==> src/common/amp_irq_pkg.sv <==
// Functional notes
// pin style 00 high, 01 low, 10 open-drain
// overflow trigger bit, 0 level, 1 edge
// edge mode: overflow status read clears channels
// mask 1 lets source reach pin; reset zero
// mask bits align; pin event uses pin mask
// flag set if event since last read
// status read clears the five event flags
// status layout bits 7..1, bit 0 reserved
// status read keeps overflow and pin flags
// edge mode: source register read clears flag
// level mode: active source survives source read
// level flag cleared by read once inactive
// unlock set by port error or lost lock
// unlock flag set on entry transition only
// lock event clears pending unlock flag
// unlock event clears pending lock flag
// ramp done flags set when ramps finish
// overflow flag is OR of channel bits
// pin flag is OR of unmasked pin bits
// pin asserted while any unmasked flag set
// open-drain pulls low when pending, else released
package amp_irq_pkg;

	// ----------------------------------------
	// sizes
	// ----------------------------------------
	localparam int unsigned N_CH_DEF = 6;
	localparam int unsigned N_PIN_DEF = 4;

	// ----------------------------------------
	// register indices (byte address = 4 * index)
	// ----------------------------------------
	localparam logic [5:0] IDX_STYLE_CTRL = 6'h28;
	localparam logic [5:0] IDX_ENABLE_MASK = 6'h29;
	localparam logic [5:0] IDX_EVENT_FLAGS = 6'h2A;
	localparam logic [5:0] IDX_CLIP_STATUS = 6'h2B;
	localparam logic [5:0] IDX_PIN_TRIGGER = 6'h2E;
	localparam logic [5:0] IDX_PIN_STATUS = 6'h2F;
	localparam logic [5:0] IDX_PIN_MASK = 6'h30;

	// ----------------------------------------
	// field positions
	// ----------------------------------------
	localparam int unsigned STYLE_LSB = 6;
	localparam int unsigned OVF_TYPE_BIT = 0;
	localparam int unsigned EVT_LSB = 3;
	localparam int unsigned FLAG_OVF = 2;
	localparam int unsigned FLAG_PIN = 1;
	localparam logic [7:0] MASK_WRITABLE = 8'hFC;

	// ----------------------------------------
	// pin style codes
	// ----------------------------------------
	localparam logic [1:0] STYLE_ACTIVE_HIGH = 2'h0;
	localparam logic [1:0] STYLE_ACTIVE_LOW = 2'h1;
	localparam logic [1:0] STYLE_OPEN_DRAIN = 2'h2;

	// ----------------------------------------
	// values after reset
	// ----------------------------------------
	localparam logic [1:0] RST_STYLE = 2'h0;
	localparam logic RST_OVF_TYPE = 1'b0;
	localparam logic [7:0] RST_MASK = 8'h00;
	localparam logic RST_PIN_BIT = 1'b0;

	// ----------------------------------------
	// carriers
	// ----------------------------------------
	typedef struct packed {
		logic port_error;     // audio input port error level
		logic conv_locked;    // rate converter lock level
		logic ramp_up_done;   // one-cycle pulse, all ramps up finished
		logic ramp_down_done; // one-cycle pulse, all ramps down finished
		logic mute_done;      // one-cycle pulse, mute cycle finished
	} src_events_type;

	typedef struct packed {
		logic level;          // value driven when enabled
		logic oe_n;           // low while driving
	} irq_pin_type;

endpackage

==> src/rtl/amp_interrupt_aggregator.sv <==
// Our own choice: the Wishbone slave port.
`timescale 1ns/1ps
module amp_interrupt_aggregator #(
	parameter int unsigned N_CH = amp_irq_pkg::N_CH_DEF,
	parameter int unsigned N_PIN = amp_irq_pkg::N_PIN_DEF
) (
	input wire logic clk_i,                          // 40 MHz clock
	input wire logic rst_i,                          // sync reset, high
	input wire logic wb_cyc_i,                       // bus cycle
	input wire logic wb_stb_i,                       // bus strobe
	input wire logic wb_we_i,                        // write enable
	input wire logic [7:0] wb_adr_i,                 // byte address
	input wire logic [3:0] wb_sel_i,                 // byte lanes
	input wire logic [31:0] wb_dat_i,                // write data
	output logic [31:0] wb_dat_o,                    // read data
	output logic wb_ack_o,                           // acknowledge
	input wire amp_irq_pkg::src_events_type src_i,   // converter and ramp events
	input wire logic [N_CH-1:0] channel_clip_bit_i,  // per channel clip
	input wire logic [N_PIN-1:0] pin_event_i,        // async pin inputs
	output amp_irq_pkg::irq_pin_type irq_pin_o       // interrupt pin drive
);
	import amp_irq_pkg::*;

	// ----------------------------------------
	// state
	// ----------------------------------------
	typedef struct packed {
		logic ack;
		logic [7:0] rdata;
		logic [1:0] irq_pin_style;
		logic overflow_trigger_type;
		logic [7:0] enable_mask;
		logic [N_PIN-1:0] pin_trigger;
		logic [N_PIN-1:0] pin_mask;
		logic [N_PIN-1:0] pin_s1;
		logic [N_PIN-1:0] pin_s2;
		logic [N_PIN-1:0] pin_s3;
		logic [N_PIN-1:0] pin_filt;
		logic [N_PIN-1:0] pin_status;
		logic [N_CH-1:0] clip_prev;
		logic [N_CH-1:0] clip_status;
		logic unlock_prev;
		logic rate_conv_unlock_flag;
		logic rate_conv_lock_flag;
		logic ramp_up_done_flag;
		logic ramp_down_done_flag;
		logic mute_done_flag;
		logic irq_level;
		logic irq_oe_n;
	} state_type;

	state_type st_reg;
	state_type st_next;

	// ----------------------------------------
	// combinational helpers
	// ----------------------------------------
	logic req;
	logic [5:0] idx;
	logic wr_done;
	logic rd_done;
	logic [7:0] flags;
	logic overflow_flag;
	logic pin_flag;
	logic pending;
	logic unlock_cond;
	logic unlock_rise;
	logic lock_rise;
	logic evt_clr;
	logic [4:0] evt_clr_bits;
	logic [N_CH-1:0] clip_clr;
	logic [N_CH-1:0] clip_set;
	logic [N_PIN-1:0] pin_clr;
	logic [N_PIN-1:0] pin_set;
	logic [N_PIN-1:0] pin_rise;
	logic [N_PIN-1:0] pin_agree;
	logic [7:0] rd_mux;

	// bus request decode; the word index hides the byte offset
	assign req = wb_cyc_i & wb_stb_i;
	assign idx = wb_adr_i[7:2];

	// side effects only at the edge where the master sees ack
	assign wr_done = req & st_reg.ack & wb_we_i & wb_sel_i[0];
	assign rd_done = req & st_reg.ack & ~wb_we_i;

	// summary flags
	assign overflow_flag = |st_reg.clip_status;
	assign pin_flag = |(st_reg.pin_status & st_reg.pin_mask);

	// status byte layout
	always_comb begin
		flags = 8'h00;
		flags[7] = st_reg.rate_conv_unlock_flag;
		flags[6] = st_reg.rate_conv_lock_flag;
		flags[5] = st_reg.ramp_up_done_flag;
		flags[4] = st_reg.ramp_down_done_flag;
		flags[3] = st_reg.mute_done_flag;
		flags[FLAG_OVF] = overflow_flag;
		flags[FLAG_PIN] = pin_flag;
	end

	// pin is masked by its own register, not the main mask
	assign pending = (|(flags[7:2] & st_reg.enable_mask[7:2])) | pin_flag;

	// ----------------------------------------
	// rate converter transitions
	// ----------------------------------------
	// either an input port fault or lost lock counts as unlocked
	assign unlock_cond = src_i.port_error | ~src_i.conv_locked;
	assign unlock_rise = unlock_cond & ~st_reg.unlock_prev;
	assign lock_rise = ~unlock_cond & st_reg.unlock_prev;

	// ----------------------------------------
	// read-clear masks
	// ----------------------------------------
	// clear only what the master was shown, so an event that lands
	// between capture and ack survives to the next read
	assign evt_clr = rd_done & (idx == IDX_EVENT_FLAGS);
	assign evt_clr_bits = evt_clr ? st_reg.rdata[7:EVT_LSB] : 5'h00;
	assign clip_clr = (rd_done & (idx == IDX_CLIP_STATUS)) ?
		st_reg.rdata[N_CH-1:0] : {N_CH{1'b0}};
	assign pin_clr = (rd_done & (idx == IDX_PIN_STATUS)) ?
		st_reg.rdata[N_PIN-1:0] : {N_PIN{1'b0}};

	// ----------------------------------------
	// set terms
	// ----------------------------------------
	// level mode re-sets while the source is active, so a read
	// cannot clear it; edge mode only sets on the rising edge
	assign clip_set = st_reg.overflow_trigger_type ?
		(channel_clip_bit_i & ~st_reg.clip_prev) : channel_clip_bit_i;

	// a pin change counts once the second and third stages agree
	assign pin_agree = ~(st_reg.pin_s2 ^ st_reg.pin_s3);
	assign pin_rise = pin_agree & st_reg.pin_s2 & ~st_reg.pin_filt;
	assign pin_set = (st_reg.pin_trigger & pin_rise) |
		(~st_reg.pin_trigger & st_reg.pin_filt);

	// ----------------------------------------
	// read data
	// ----------------------------------------
	always_comb begin
		rd_mux = 8'h00;
		case (idx)
			IDX_STYLE_CTRL: begin
				rd_mux[STYLE_LSB+1:STYLE_LSB] = st_reg.irq_pin_style;
				rd_mux[OVF_TYPE_BIT] = st_reg.overflow_trigger_type;
			end
			IDX_ENABLE_MASK: begin
				rd_mux = st_reg.enable_mask;
			end
			IDX_EVENT_FLAGS: begin
				rd_mux = flags;
			end
			IDX_CLIP_STATUS: begin
				rd_mux = 8'(st_reg.clip_status);
			end
			IDX_PIN_TRIGGER: begin
				rd_mux = 8'(st_reg.pin_trigger);
			end
			IDX_PIN_STATUS: begin
				rd_mux = 8'(st_reg.pin_status);
			end
			IDX_PIN_MASK: begin
				rd_mux = 8'(st_reg.pin_mask);
			end
			default: begin
				// unmapped words read as zero and still acknowledge
				rd_mux = 8'h00;
			end
		endcase
	end

	// ----------------------------------------
	// next state
	// ----------------------------------------
	always_comb begin
		st_next = st_reg;

		// single-cycle ack, one cycle after the request is seen
		st_next.ack = req & ~st_reg.ack;
		if (req & ~st_reg.ack) begin
			st_next.rdata = rd_mux;
		end

		// configuration writes
		if (wr_done) begin
			case (idx)
				IDX_STYLE_CTRL: begin
					st_next.irq_pin_style = wb_dat_i[STYLE_LSB+1:STYLE_LSB];
					st_next.overflow_trigger_type = wb_dat_i[OVF_TYPE_BIT];
				end
				IDX_ENABLE_MASK: begin
					st_next.enable_mask = wb_dat_i[7:0] & MASK_WRITABLE;
				end
				IDX_PIN_TRIGGER: begin
					st_next.pin_trigger = wb_dat_i[N_PIN-1:0];
				end
				IDX_PIN_MASK: begin
					st_next.pin_mask = wb_dat_i[N_PIN-1:0];
				end
				default: begin
					st_next.rdata = st_next.rdata;
				end
			endcase
		end

		// pin synchroniser, first stage feeds only the second
		st_next.pin_s1 = pin_event_i;
		st_next.pin_s2 = st_reg.pin_s1;
		st_next.pin_s3 = st_reg.pin_s2;
		st_next.pin_filt = (pin_agree & st_reg.pin_s2) | (~pin_agree & st_reg.pin_filt);

		// sticky pin and channel status, set wins over clear
		st_next.pin_status = pin_set | (st_reg.pin_status & ~pin_clr);
		st_next.clip_prev = channel_clip_bit_i;
		st_next.clip_status = clip_set | (st_reg.clip_status & ~clip_clr);

		// converter state: only the latest transition is kept
		st_next.unlock_prev = unlock_cond;
		st_next.rate_conv_unlock_flag = unlock_rise |
			(st_reg.rate_conv_unlock_flag & ~evt_clr_bits[4] & ~lock_rise);
		st_next.rate_conv_lock_flag = lock_rise |
			(st_reg.rate_conv_lock_flag & ~evt_clr_bits[3] & ~unlock_rise);

		// ramp and mute completion events
		st_next.ramp_up_done_flag = src_i.ramp_up_done |
			(st_reg.ramp_up_done_flag & ~evt_clr_bits[2]);
		st_next.ramp_down_done_flag = src_i.ramp_down_done |
			(st_reg.ramp_down_done_flag & ~evt_clr_bits[1]);
		st_next.mute_done_flag = src_i.mute_done |
			(st_reg.mute_done_flag & ~evt_clr_bits[0]);

		// pin drive; reserved style leaves the pin released
		case (st_reg.irq_pin_style)
			STYLE_ACTIVE_HIGH: begin
				st_next.irq_level = pending;
				st_next.irq_oe_n = 1'b0;
			end
			STYLE_ACTIVE_LOW: begin
				st_next.irq_level = ~pending;
				st_next.irq_oe_n = 1'b0;
			end
			STYLE_OPEN_DRAIN: begin
				st_next.irq_level = 1'b0;
				st_next.irq_oe_n = ~pending;
			end
			default: begin
				st_next.irq_level = 1'b0;
				st_next.irq_oe_n = 1'b1;
			end
		endcase

		// synchronous reset, constants only
		if (rst_i) begin
			st_next = '0;
			st_next.irq_pin_style = RST_STYLE;
			st_next.overflow_trigger_type = RST_OVF_TYPE;
			st_next.enable_mask = RST_MASK;
			st_next.pin_trigger = {N_PIN{RST_PIN_BIT}};
			st_next.pin_mask = {N_PIN{RST_PIN_BIT}};
			st_next.pin_status = {N_PIN{RST_PIN_BIT}};
			st_next.clip_status = {N_CH{1'b0}};
		end
	end

	// ----------------------------------------
	// registers
	// ----------------------------------------
	always_ff @(posedge clk_i) begin
		st_reg <= st_next;
	end

	// outputs straight from flops
	assign wb_ack_o = st_reg.ack;
	assign wb_dat_o = {24'h000000, st_reg.rdata};
	assign irq_pin_o.level = st_reg.irq_level;
	assign irq_pin_o.oe_n = st_reg.irq_oe_n;

endmodule

==> config.mk <==
export PLATFORM = sky130hd
export DESIGN_NAME = amp_interrupt_aggregator
export DESIGN_NICKNAME = d
export VERILOG_FILES = /design/src/common/amp_irq_pkg.sv /design/src/rtl/amp_interrupt_aggregator.sv
export SDC_FILE = /design/constraint.sdc
export NUM_CORES = 1
export LEC_CHECK = 0
export ABC_CLOCK_PERIOD_IN_PS = 1900
export BUFFER_PORTS_ARGS = -buffer_cell sky130_fd_sc_hd__buf_2
export CORE_UTILIZATION = 50
export CTS_CLUSTER_SIZE = 28
export DETAILED_ROUTE_END_ITERATION = 8
export PLACE_DENSITY_LB_ADDON = 0.05
export SKIP_LAST_GASP = 1
export SLEW_MARGIN = 10
export SYNTH_ARGS = -nofsm -noshare
export SYNTH_HDL_FRONTEND = slang
export SYNTH_SLANG_ARGS = --single-unit
==> constraint.sdc <==
create_clock -name clk_i -period 1.9 [get_ports clk_i]
set_clock_uncertainty 0.15 [all_clocks]
set_input_delay 0.285 -clock clk_i [delete_from_list [all_inputs] [get_ports clk_i]]
set_output_delay 0.285 -clock clk_i [all_outputs]
set_load 0.02 [all_outputs]
==> results.py, run 1 <==
metrics = {
    "yosys": {
        "syn_area_um2": 3130,
        "synth_compound_area_share_pct": 14.5,
        "yosysSeqAreaShare_pct": 42.3,
        "synth.area.mux_share_pct": 10.2,
        "synth-edff-count": 0,
        "synthAdderAreaFrac_pct": 1.60,
        "syn_inst": 335,
        "yosysUniqueCellTypes": 49,
        "synthFlopType": "dfxtp_1",
        "async_flop_share_pct": 0,
        "yosys_warnings": 0,
        "syn_area_per_cell_um2": 9.33,
        "synth_xor_area_share_pct": 0,
        "synth_top_family_by_area": "simple AND/OR/NAND/NOR gates",
        "synth-simple-area-share_pct": 20.7,
        "ys_seq_elements": 66,
    },
    "route": {
        "drtIter0Drc": 153,
        "routed_wl_um": 6700,
        "vias_per_cell": 5.21,
        "wl_per_cell_um": 14.2,
        "vias": 2465,
        "drtPass1Iterations": 4,
        "drc": 0,
        "antenna_left": 0,
    },
    "floorplan": {
        "io_pins": 99,
        "fp-row-count": 28,
        "die_area_um2": 6570,
        "initial_core_util_pct": 52.2,
        "coreArea_um2": 5990,
        "die_x_um": 81.1,
        "die_h_um": 81.1,
    },
    "setup_path": {
        "cp_slowest_cell": "or4_1",
        "critPathMaxStageDelay_ps": 420,
        "critical_path_required_ps": 2000,
        "cp.buffers_inverters": 0,
        "arrival_ps": 1850,
        "crit_path_end_kind": "register",
        "critPathMaxFanout": 3,
        "cp-start-kind": "register",
        "crit_type": "reg2reg",
        "critPathTopFamily": "simple AND/OR/NAND/NOR gates",
        "crit_chain": "nor4_2 > a21boi_0 > or4_1 > a211oi_1",
    },
    "global_route": {
        "antenna_found_initial": 0,
        "grt_pass1_vias": 2218,
        "grt_max_degree": 29,
        "grt_pass1_wl_um": 10800,
        "overflow": 0,
        "grt_usage_pct": 22.5,
    },
    "finish": {
        "drive_above_1_share_pct": 23.4,
        "fillers": 541,
        "largest_reg_flops": 46,
        "fin_util_pct": 60.4,
        "design_area_um2": 3620,
        "area_growth_pct": 15.7,
        "n_antenna_cell": 0,
        "nNetsFinal": 461,
    },
    "place": {
        "portBuffers": 45,
        "pre_cts_slack_ps": -34.3,
        "dp_hpwl_um": 4860,
        "gp_congestion": 0.859,
        "postPlaceCellArea_um2": 3390,
    },
    "power_and_ir_drop": {
        "swShare_pct": 26.2,
        "seq_power_share_pct": 52.6,
        "p_switching_uw": 728,
        "combPwrFrac_pct": 10.3,
        "vdd_drop_max_mv": 0.471,
        "p_int_uw": 2050,
        "power_uw": 2770,
        "power.share.clock_pct": 37.1,
        "power_density_nw_per_um2": 767,
        "p_leak_uw": 0.00149,
    },
    "clocking": {
        "clock-sinks": 66,
        "cts_buffer_depth": 2,
        "cts_setup_buffers": 0,
        "cts_root_buf": "clkbuf_8",
        "htreeDepth": 3,
        "clock_latency_ps": 340,
        "cts_inserted_buffers": 9,
        "cts_tree": "done",
        "clkTransAtPathRegs_ps": 70,
    },
    "sta": {
        "final_hold_viol_count": 0,
        "max_freq_mhz": 570,
        "tns_ps": 0,
        "worst_slack_ps": 145,
        "rsz0062_at_grt": "no",
        "fin_crit_ps": 1750,
        "drv_slew": 0,
        "setup_viol": 0,
        "min_period_over_period_pct": 92.4,
    },
    "worst_hold_path": {
        "hold_class": "in2reg",
    },
    "run": {
        "cap_violations": 0,
    },
    "status": {
        "status": "finished clean",
    },
}
-- synth_stat cells, types with 4 or more instances --
library cell / number / area [um2]
dfxtp_1: 66 / 1320
nor2_1: 44 / 165
buf_4: 34 / 255
mux2i_1: 24 / 240
nor2b_1: 24 / 150
nand2_1: 15 / 56.3
a21oi_1: 13 / 65.1
o21ai_0: 11 / 55.1
clkbuf_1: 9 / 33.8
inv_1: 9 / 33.8
a21boi_0: 7 / 52.6
a22oi_1: 7 / 52.6
a311oi_1: 7 / 61.3
mux2_2: 7 / 78.8
nand3b_1: 5 / 37.5
ha_1: 4 / 50.1
-- path summary, 6_finish.rpt --
kind,from,slack (ps),end,depth (start not counted)
worst min-delay path,channel_clip_bit_i[0],7,st_reg[14]$_SDFF_PP0_,2
worst min register to register,st_reg[38]$_SDFF_PP0_,290,st_reg[34]$_SDFF_PP0_,1
worst max register to register,st_reg[11]$_SDFF_PP0_,150,irq_pin_o[1]$_SDFF_PP0_,4
worst max-delay path,st_reg[11]$_SDFF_PP0_,150,irq_pin_o[1]$_SDFF_PP0_,4
-- per-stage QoR --
step	hold WS (ps)	std cells
finish	7.14	473
global route	19.3	473
CTS	1.64	473
detailed placement	276	452
global placement	267	452
floorplan	259	358
-- final cells by class --
cell class	instances	area [um2]	share of cell area, %
flip-flops and latches	66	1320	36.5
multi-input cells	238	1570	43.3
well taps	75	93.8	2.59
clock buffers	11	141	3.91
clock inverters	5	30.0	0.830
repair buffers	69	430	11.9
inverters	9	33.8	0.934
-- cell families after synthesis --
| group | count (synthesis) |
|---|---|
| fa+ha+maj | 4 |
| compound gates | 65 |
| buf+inv | 54 |
| flops | 66 |
| simple gates | 114 |
| mux | 31 |
| other cells | 1 |
-- placed cells by master (no fill, tap or decap), types with 4 or more instances in the layout --
master,synthesis,routed
a22oi_1,7,7
buf_4,34,18
buf_2,1,45
ha_1,4,4
conb_1,1,24
a21oi_1,13,13
dfxtp_1,66,66
o21ai_0,11,11
nand2_1,15,15
a311oi_1,7,7
a21boi_0,7,7
nor2_1,44,44
mux2i_1,24,24
nor2b_1,24,24
nand3b_1,5,5
dlygate4sd3_1,0,5
clkbuf_8,0,10
inv_1,9,9
mux2_2,7,7
-- timing repair --
action,in CTS,in global routing
hold buffers,5,0
endpoints found under the setup margin,0,1
endpoints found under the hold margin,5,0
gates resized for setup,0,1
-- metal layers --
metal | part of all wire [%] | up-vias | GRT usage (%)
li1 | - | 1246 | -
met3 | 4.4 | 11 | 4.27
met2 | 42 | 76 | 32.0
met5 | 0 | - | 0
met1 | 52 | 1132 | 32.3
met4 | 1.9 | 0 | 10.7
-- power groups by stage --
stage	Combinational [uW]	Clock, uW	Sequential (uW)
2_1_floorplan	223	0	1480
3_3_place_gp	273	0	1490
3_5_place_dp	277	0	1490
4_1_cts	285	1060	1460
5_1_grt	319	1110	1460
6_report	286	1030	1460
No activity file was read; power rests on OpenSTA's default activity.
==> run 2, diff against run 1 <==
--- a/config.mk
+++ b/config.mk
@@ -5,7 +5,7 @@
 export SDC_FILE = /design/constraint.sdc
 export NUM_CORES = 1
 export LEC_CHECK = 0
-export ABC_CLOCK_PERIOD_IN_PS = 1900
+export ABC_CLOCK_PERIOD_IN_PS = 2200
 export BUFFER_PORTS_ARGS = -buffer_cell sky130_fd_sc_hd__buf_2
 export CORE_UTILIZATION = 50
 export CTS_CLUSTER_SIZE = 28
==> constraint.sdc (replaced) <==
create_clock -name clk_i -period 2.2 [get_ports clk_i]
set_clock_uncertainty 0.15 [all_clocks]
set_input_delay 0.33 -clock clk_i [delete_from_list [all_inputs] [get_ports clk_i]]
set_output_delay 0.33 -clock clk_i [all_outputs]
set_load 0.02 [all_outputs]
==> results.py, run 2 (synthesized netlist as in run 1, its figures left out) <==
metrics = {
    "clocking": {
        "cts_setup_buffers": 0,
        "clock_latency_ps": 340,
        "htreeDepth": 3,
        "cts_inserted_buffers": 9,
        "cts_tree": "done",
        "clkTransAtPathRegs_ps": 70,
        "clock-sinks": 66,
        "cts_root_buf": "clkbuf_8",
        "ctsHoldBuffers": 0,
        "cts-resized-gates": 0,
        "cts_buffer_depth": 2,
    },
    "sta": {
        "setup_viol": 0,
        "worst_slack_ps": 439,
        "rsz0062_at_grt": "no",
        "min_period_over_period_pct": 80.1,
        "max_freq_mhz": 568,
        "drv_slew": 0,
        "worst_slew_pin_slew_ps": 560,
        "fin_crit_ps": 1760,
        "final_hold_viol_count": 0,
        "tns_ps": 0,
        "max-slew-margin-rel_pct": 62.6,
    },
    "power_and_ir_drop": {
        "p_leak_uw": 0.00142,
        "vdd_drop_max_mv": 0.433,
        "power_density_nw_per_um2": 676,
    },
    "finish": {
        "design_area_um2": 3490,
        "mostFrequentLayoutCell": "dfxtp_1",
        "largest_reg_flops": 46,
        "n_antenna_cell": 0,
        "drive_above_1_share_pct": 21.4,
        "nNetsFinal": 448,
        "area_growth_pct": 11.6,
        "mostFrequentLayoutCells": "66 x dfxtp_1, 45 x buf_2, 44 x nor2_1",
    },
    "setup_path": {
        "crit_type": "reg2reg",
        "r2r_cells": 4,
        "arrival_ps": 1870,
        "cp-start-kind": "register",
        "critPathMaxFanout": 3,
        "critical_path_required_ps": 2310,
        "r2r-end": "irq_pin_o[1]$_SDFF_PP0_",
        "crit_path_end_kind": "register",
        "timing.rr.start": "st_reg[11]$_SDFF_PP0_",
        "rrSetupSlack_ps": 440,
    },
    "global_route": {
        "grt_pass1_vias": 2204,
        "antenna_found_initial": 0,
        "grt_max_degree": 28,
        "overflow": 0,
        "grt_util_met2_pct": 33.9,
        "grt_use_met1_pct": 31.0,
        "grt_usage_pct": 22.4,
        "grt-busiest-layer": "met2",
        "grt_pass1_wl_um": 10800,
        "use_met3_pct": 3.71,
    },
    "floorplan": {
        "initial_core_util_pct": 52.2,
        "fp-row-count": 28,
        "die_x_um": 81.1,
        "die_area_um2": 6570,
        "io_pins": 99,
        "die_h_um": 81.1,
        "coreArea_um2": 5990,
    },
    "place": {
        "dp_hpwl_um": 4960,
        "gp_congestion": 0.866,
        "pre_cts_slack_ps": 174,
        "portBuffers": 45,
        "postPlaceCellArea_um2": 3330,
    },
    "worst_hold_path": {
        "hold_class": "in2reg",
        "worstHoldStart": "pin_event_i[2]",
        "min_delay_worst_endpoint": "st_reg[38]$_SDFF_PP0_",
        "holdPathStages": 2,
    },
    "route": {
        "drc": 0,
        "routed_wl_um": 6880,
        "antenna_left": 0,
        "drtPass1Iterations": 6,
        "drtIter0Drc": 159,
        "vias": 2467,
        "vias_per_cell": 5.39,
        "wl_per_cell_um": 15.0,
    },
    "run": {
        "cap_violations": 0,
    },
    "status": {
        "status": "finished clean",
    },
}
run 2: changes by cell type in the layout (fill, tap and decap cells not counted), sizes merged:
cell         previous run  this run
buf                    64        56
dlygate4sd3             5         0
clkinv                  3         2
clkinvlp                2         1
run 2: how the worst max path moves through the flow:
| stage | from | endpoint | cells after the start |
|---|---|---|---|
| finish | st_reg[11]$_SDFF_PP0_ | irq_pin_o[1]$_SDFF_PP0_ | 4 |
| global route | st_reg[11]$_SDFF_PP0_ | irq_pin_o[1]$_SDFF_PP0_ | 4 |
| CTS | st_reg[11]$_SDFF_PP0_ | irq_pin_o[1]$_SDFF_PP0_ | 4 |
| detailed placement | wb_adr_i[3] | wb_dat_o[0]$_SDFFE_PP0P_ | 5 |
| global placement | wb_adr_i[3] | wb_dat_o[0]$_SDFFE_PP0P_ | 5 |
| floorplan | wb_adr_i[3] | st_reg[43]$_SDFFE_PP0P_ | 4 |
run 2: per-stage QoR:
stage          total power, uW  hold WS [ps]  utilization, %  instances
3_3_place_gp              1510           266            55.6        444
3_5_place_dp              1520           273            55.6        444
5_1_grt                   2450          45.2            58.2        458
6_report                  2360          41.8            58.2        458
2_1_floorplan             1470           264               -        358
4_1_cts                   2370          31.6            58.2        458
run 2: power by group:
group | total (uW) | switching [uW] | leakage [uW] | internal, uW
Clock | 865 | 442 | 0.0000810 | 423
Combinational | 233 | 145 | 0.000799 | 87.3
Sequential | 1260 | 26.7 | 0.000540 | 1230
Total | 2360 | 614 | 0.00142 | 1740
run 2: metal layers:
layer,vias to the layer above,routed length [um]
met5,-,0
met2,100,2960
met1,1146,3400
li1,1211,-
met3,10,386
met4,0,135
run 2: area by class of cell:
type,count,area (um2)
Sequential cell,66,1320
Inverter,9,33.8
Clock inverter,3,17.5
Fill cell,565,2500
Tap cell,75,93.8
Clock buffer,11,141
Multi-Input combinational cell,238,1560
Timing Repair Buffer,56,320
run 2: worst max-delay path: stages, from the launching register on:
cell	delay, ps
dfxtp_1	330
nor4_1	370
a21boi_0	210
or4_1	420
a211oi_1	210
==> run 3, diff against run 2 <==
--- a/config.mk
+++ b/config.mk
@@ -5,7 +5,7 @@
 export SDC_FILE = /design/constraint.sdc
 export NUM_CORES = 1
 export LEC_CHECK = 0
-export ABC_CLOCK_PERIOD_IN_PS = 2200
+export ABC_CLOCK_PERIOD_IN_PS = 1700
 export BUFFER_PORTS_ARGS = -buffer_cell sky130_fd_sc_hd__buf_2
 export CORE_UTILIZATION = 50
 export CTS_CLUSTER_SIZE = 28
==> constraint.sdc (replaced) <==
create_clock -name clk_i -period 1.7 [get_ports clk_i]
set_clock_uncertainty 0.15 [all_clocks]
set_input_delay 0.255 -clock clk_i [delete_from_list [all_inputs] [get_ports clk_i]]
set_output_delay 0.255 -clock clk_i [all_outputs]
set_load 0.02 [all_outputs]
==> results.py, run 3 (synthesized netlist as in run 1, its figures left out) <==
metrics = {
    "setup_path": {
        "critPathMaxFanout": 2,
        "critical_path_required_ps": 1810,
        "crit_path_end_kind": "register",
        "crit_type": "reg2reg",
        "cp-start-kind": "register",
        "arrival_ps": 1820,
    },
    "power_and_ir_drop": {
        "p_leak_uw": 0.00162,
        "power_uw": 3290,
        "vdd_drop_max_mv": 0.590,
        "power_density_nw_per_um2": 848,
    },
    "sta": {
        "worst_slack_ps": -9.15,
        "setup_viol": 1,
        "final_hold_viol_count": 0,
        "drv_slew": 0,
        "fin_crit_ps": 1710,
        "max_freq_mhz": 585,
        "min_period_over_period_pct": 101,
        "rsz0062_at_grt": "yes",
    },
    "finish": {
        "mostFrequentLayoutCell": "dfxtp_1",
        "area_growth_pct": 24.2,
        "drive_above_1_share_pct": 27.5,
        "ff_latch_area_um2": 1330,
        "fillers": 518,
        "n_antenna_cell": 0,
        "multi_input_area_um2": 1600,
        "mostFrequentLayoutCells": "63 x dfxtp_1, 45 x buf_2, 44 x nor2_1",
        "nNetsFinal": 486,
        "design_area_um2": 3880,
        "largest_reg_flops": 46,
    },
    "route": {
        "wl_per_cell_um": 14.6,
        "antenna_left": 0,
        "vias": 2616,
        "vias_per_cell": 5.26,
        "routed_wl_um": 7250,
        "drtIter0Drc": 126,
        "drtPass1Iterations": 5,
        "drc": 0,
    },
    "global_route": {
        "overflow": 0,
        "grt_max_degree": 36,
        "grt_pass1_vias": 2428,
        "grt_pass1_wl_um": 11400,
        "grt_usage_pct": 23.6,
        "antenna_found_initial": 0,
    },
    "floorplan": {
        "initial_core_util_pct": 52.2,
        "die_x_um": 81.1,
        "die_h_um": 81.1,
        "fp-row-count": 28,
        "die_area_um2": 6570,
        "io_pins": 99,
        "coreArea_um2": 5990,
    },
    "clocking": {
        "cts_root_buf": "clkbuf_8",
        "clock-sinks": 66,
        "htreeDepth": 3,
        "clock_latency_ps": 350,
        "cts_tree": "done",
        "cts_inserted_buffers": 9,
        "clkTransAtPathRegs_ps": 70,
        "cts_setup_buffers": 0,
        "cts_buffer_depth": 2,
    },
    "run": {
        "cap_violations": 0,
    },
    "place": {
        "postPlaceCellArea_um2": 3540,
        "gp_congestion": 0.909,
        "dp_hpwl_um": 5200,
        "portBuffers": 45,
    },
    "status": {
        "status": "finished with violations",
        "violations": "setup timing",
    },
    "worst_hold_path": {
        "hold_class": "in2reg",
    },
}
[run 3: power breakdown]
part           internal (uW)  switching, uW
Clock                    703            588
Sequential              1600           33.3
Combinational            164            209
[run 3: worst max-delay path, cell delays in order (launching register included)]
cell and delay [ps]:
dfxtp_2 320, a222oi_1 350, nand2_1 120, or4_1 500, a211oi_2 190
[run 3: repair_timing]
action                                 4_1_cts  5_1_grt
setup endpoints to repair                    2        2
pin swaps                                    1        0
resized for setup                            3        3
hold buffers                                12        1
endpoints found under the hold margin       12        1
[run 3: per-layer routing]
layer	wire length, um	share of wire [%]	vias to the layer above	track usage [%]
li1	-	-	1294	-
met1	3540	49	1213	32.3
met5	0	0	-	0
met2	3170	44	97	35.1
met3	408	5.6	12	5.73
met4	125	1.7	0	9.82
[run 3: worst paths after layout]
| kind | start | endpoint | slack (ps) | cells past startpoint |
|---|---|---|---|---|
| setup / recovery | st_reg[52]$_SDFFE_PP0P_ | irq_pin_o[1]$_SDFF_PP0_ | -9 | 4 |
| setup reg to reg | st_reg[52]$_SDFFE_PP0P_ | irq_pin_o[1]$_SDFF_PP0_ | -9 | 4 |
| hold / removal | wb_dat_i[6] | st_reg[54]$_SDFFE_PP0P_ | 9 | 3 |
| hold reg to reg | st_reg[39]$_SDFF_PP0_ | st_reg[35]$_SDFF_PP0_ | 290 | 1 |
[run 3: through the flow]
stage | worst slack, ps | hold slack (ps) | TNS [ps] | util (%) | std cells
after global routing | -107 | 10.2 | -182 | 64.8 | 497
final | -9.15 | 8.64 | -9.15 | 64.8 | 497
after global placement | -183 | 266 | -2540 | 59.0 | 469
after floorplan | 6.18 | 229 | 0 | - | 358
after detailed placement | -170 | 278 | -2600 | 59.0 | 469
after CTS | -13.1 | 7.35 | -13.1 | 64.5 | 496
[run 3: area by class of cell]
class / count / area share (%)
clock inverters: 5 / 1.42
well taps: 75 / 2.42
clock buffers: 10 / 3.54
repair buffers: 94 / 16.4
multi-input cells: 238 / 41.2
flip-flops and latches: 66 / 34.1
inverters: 9 / 0.870
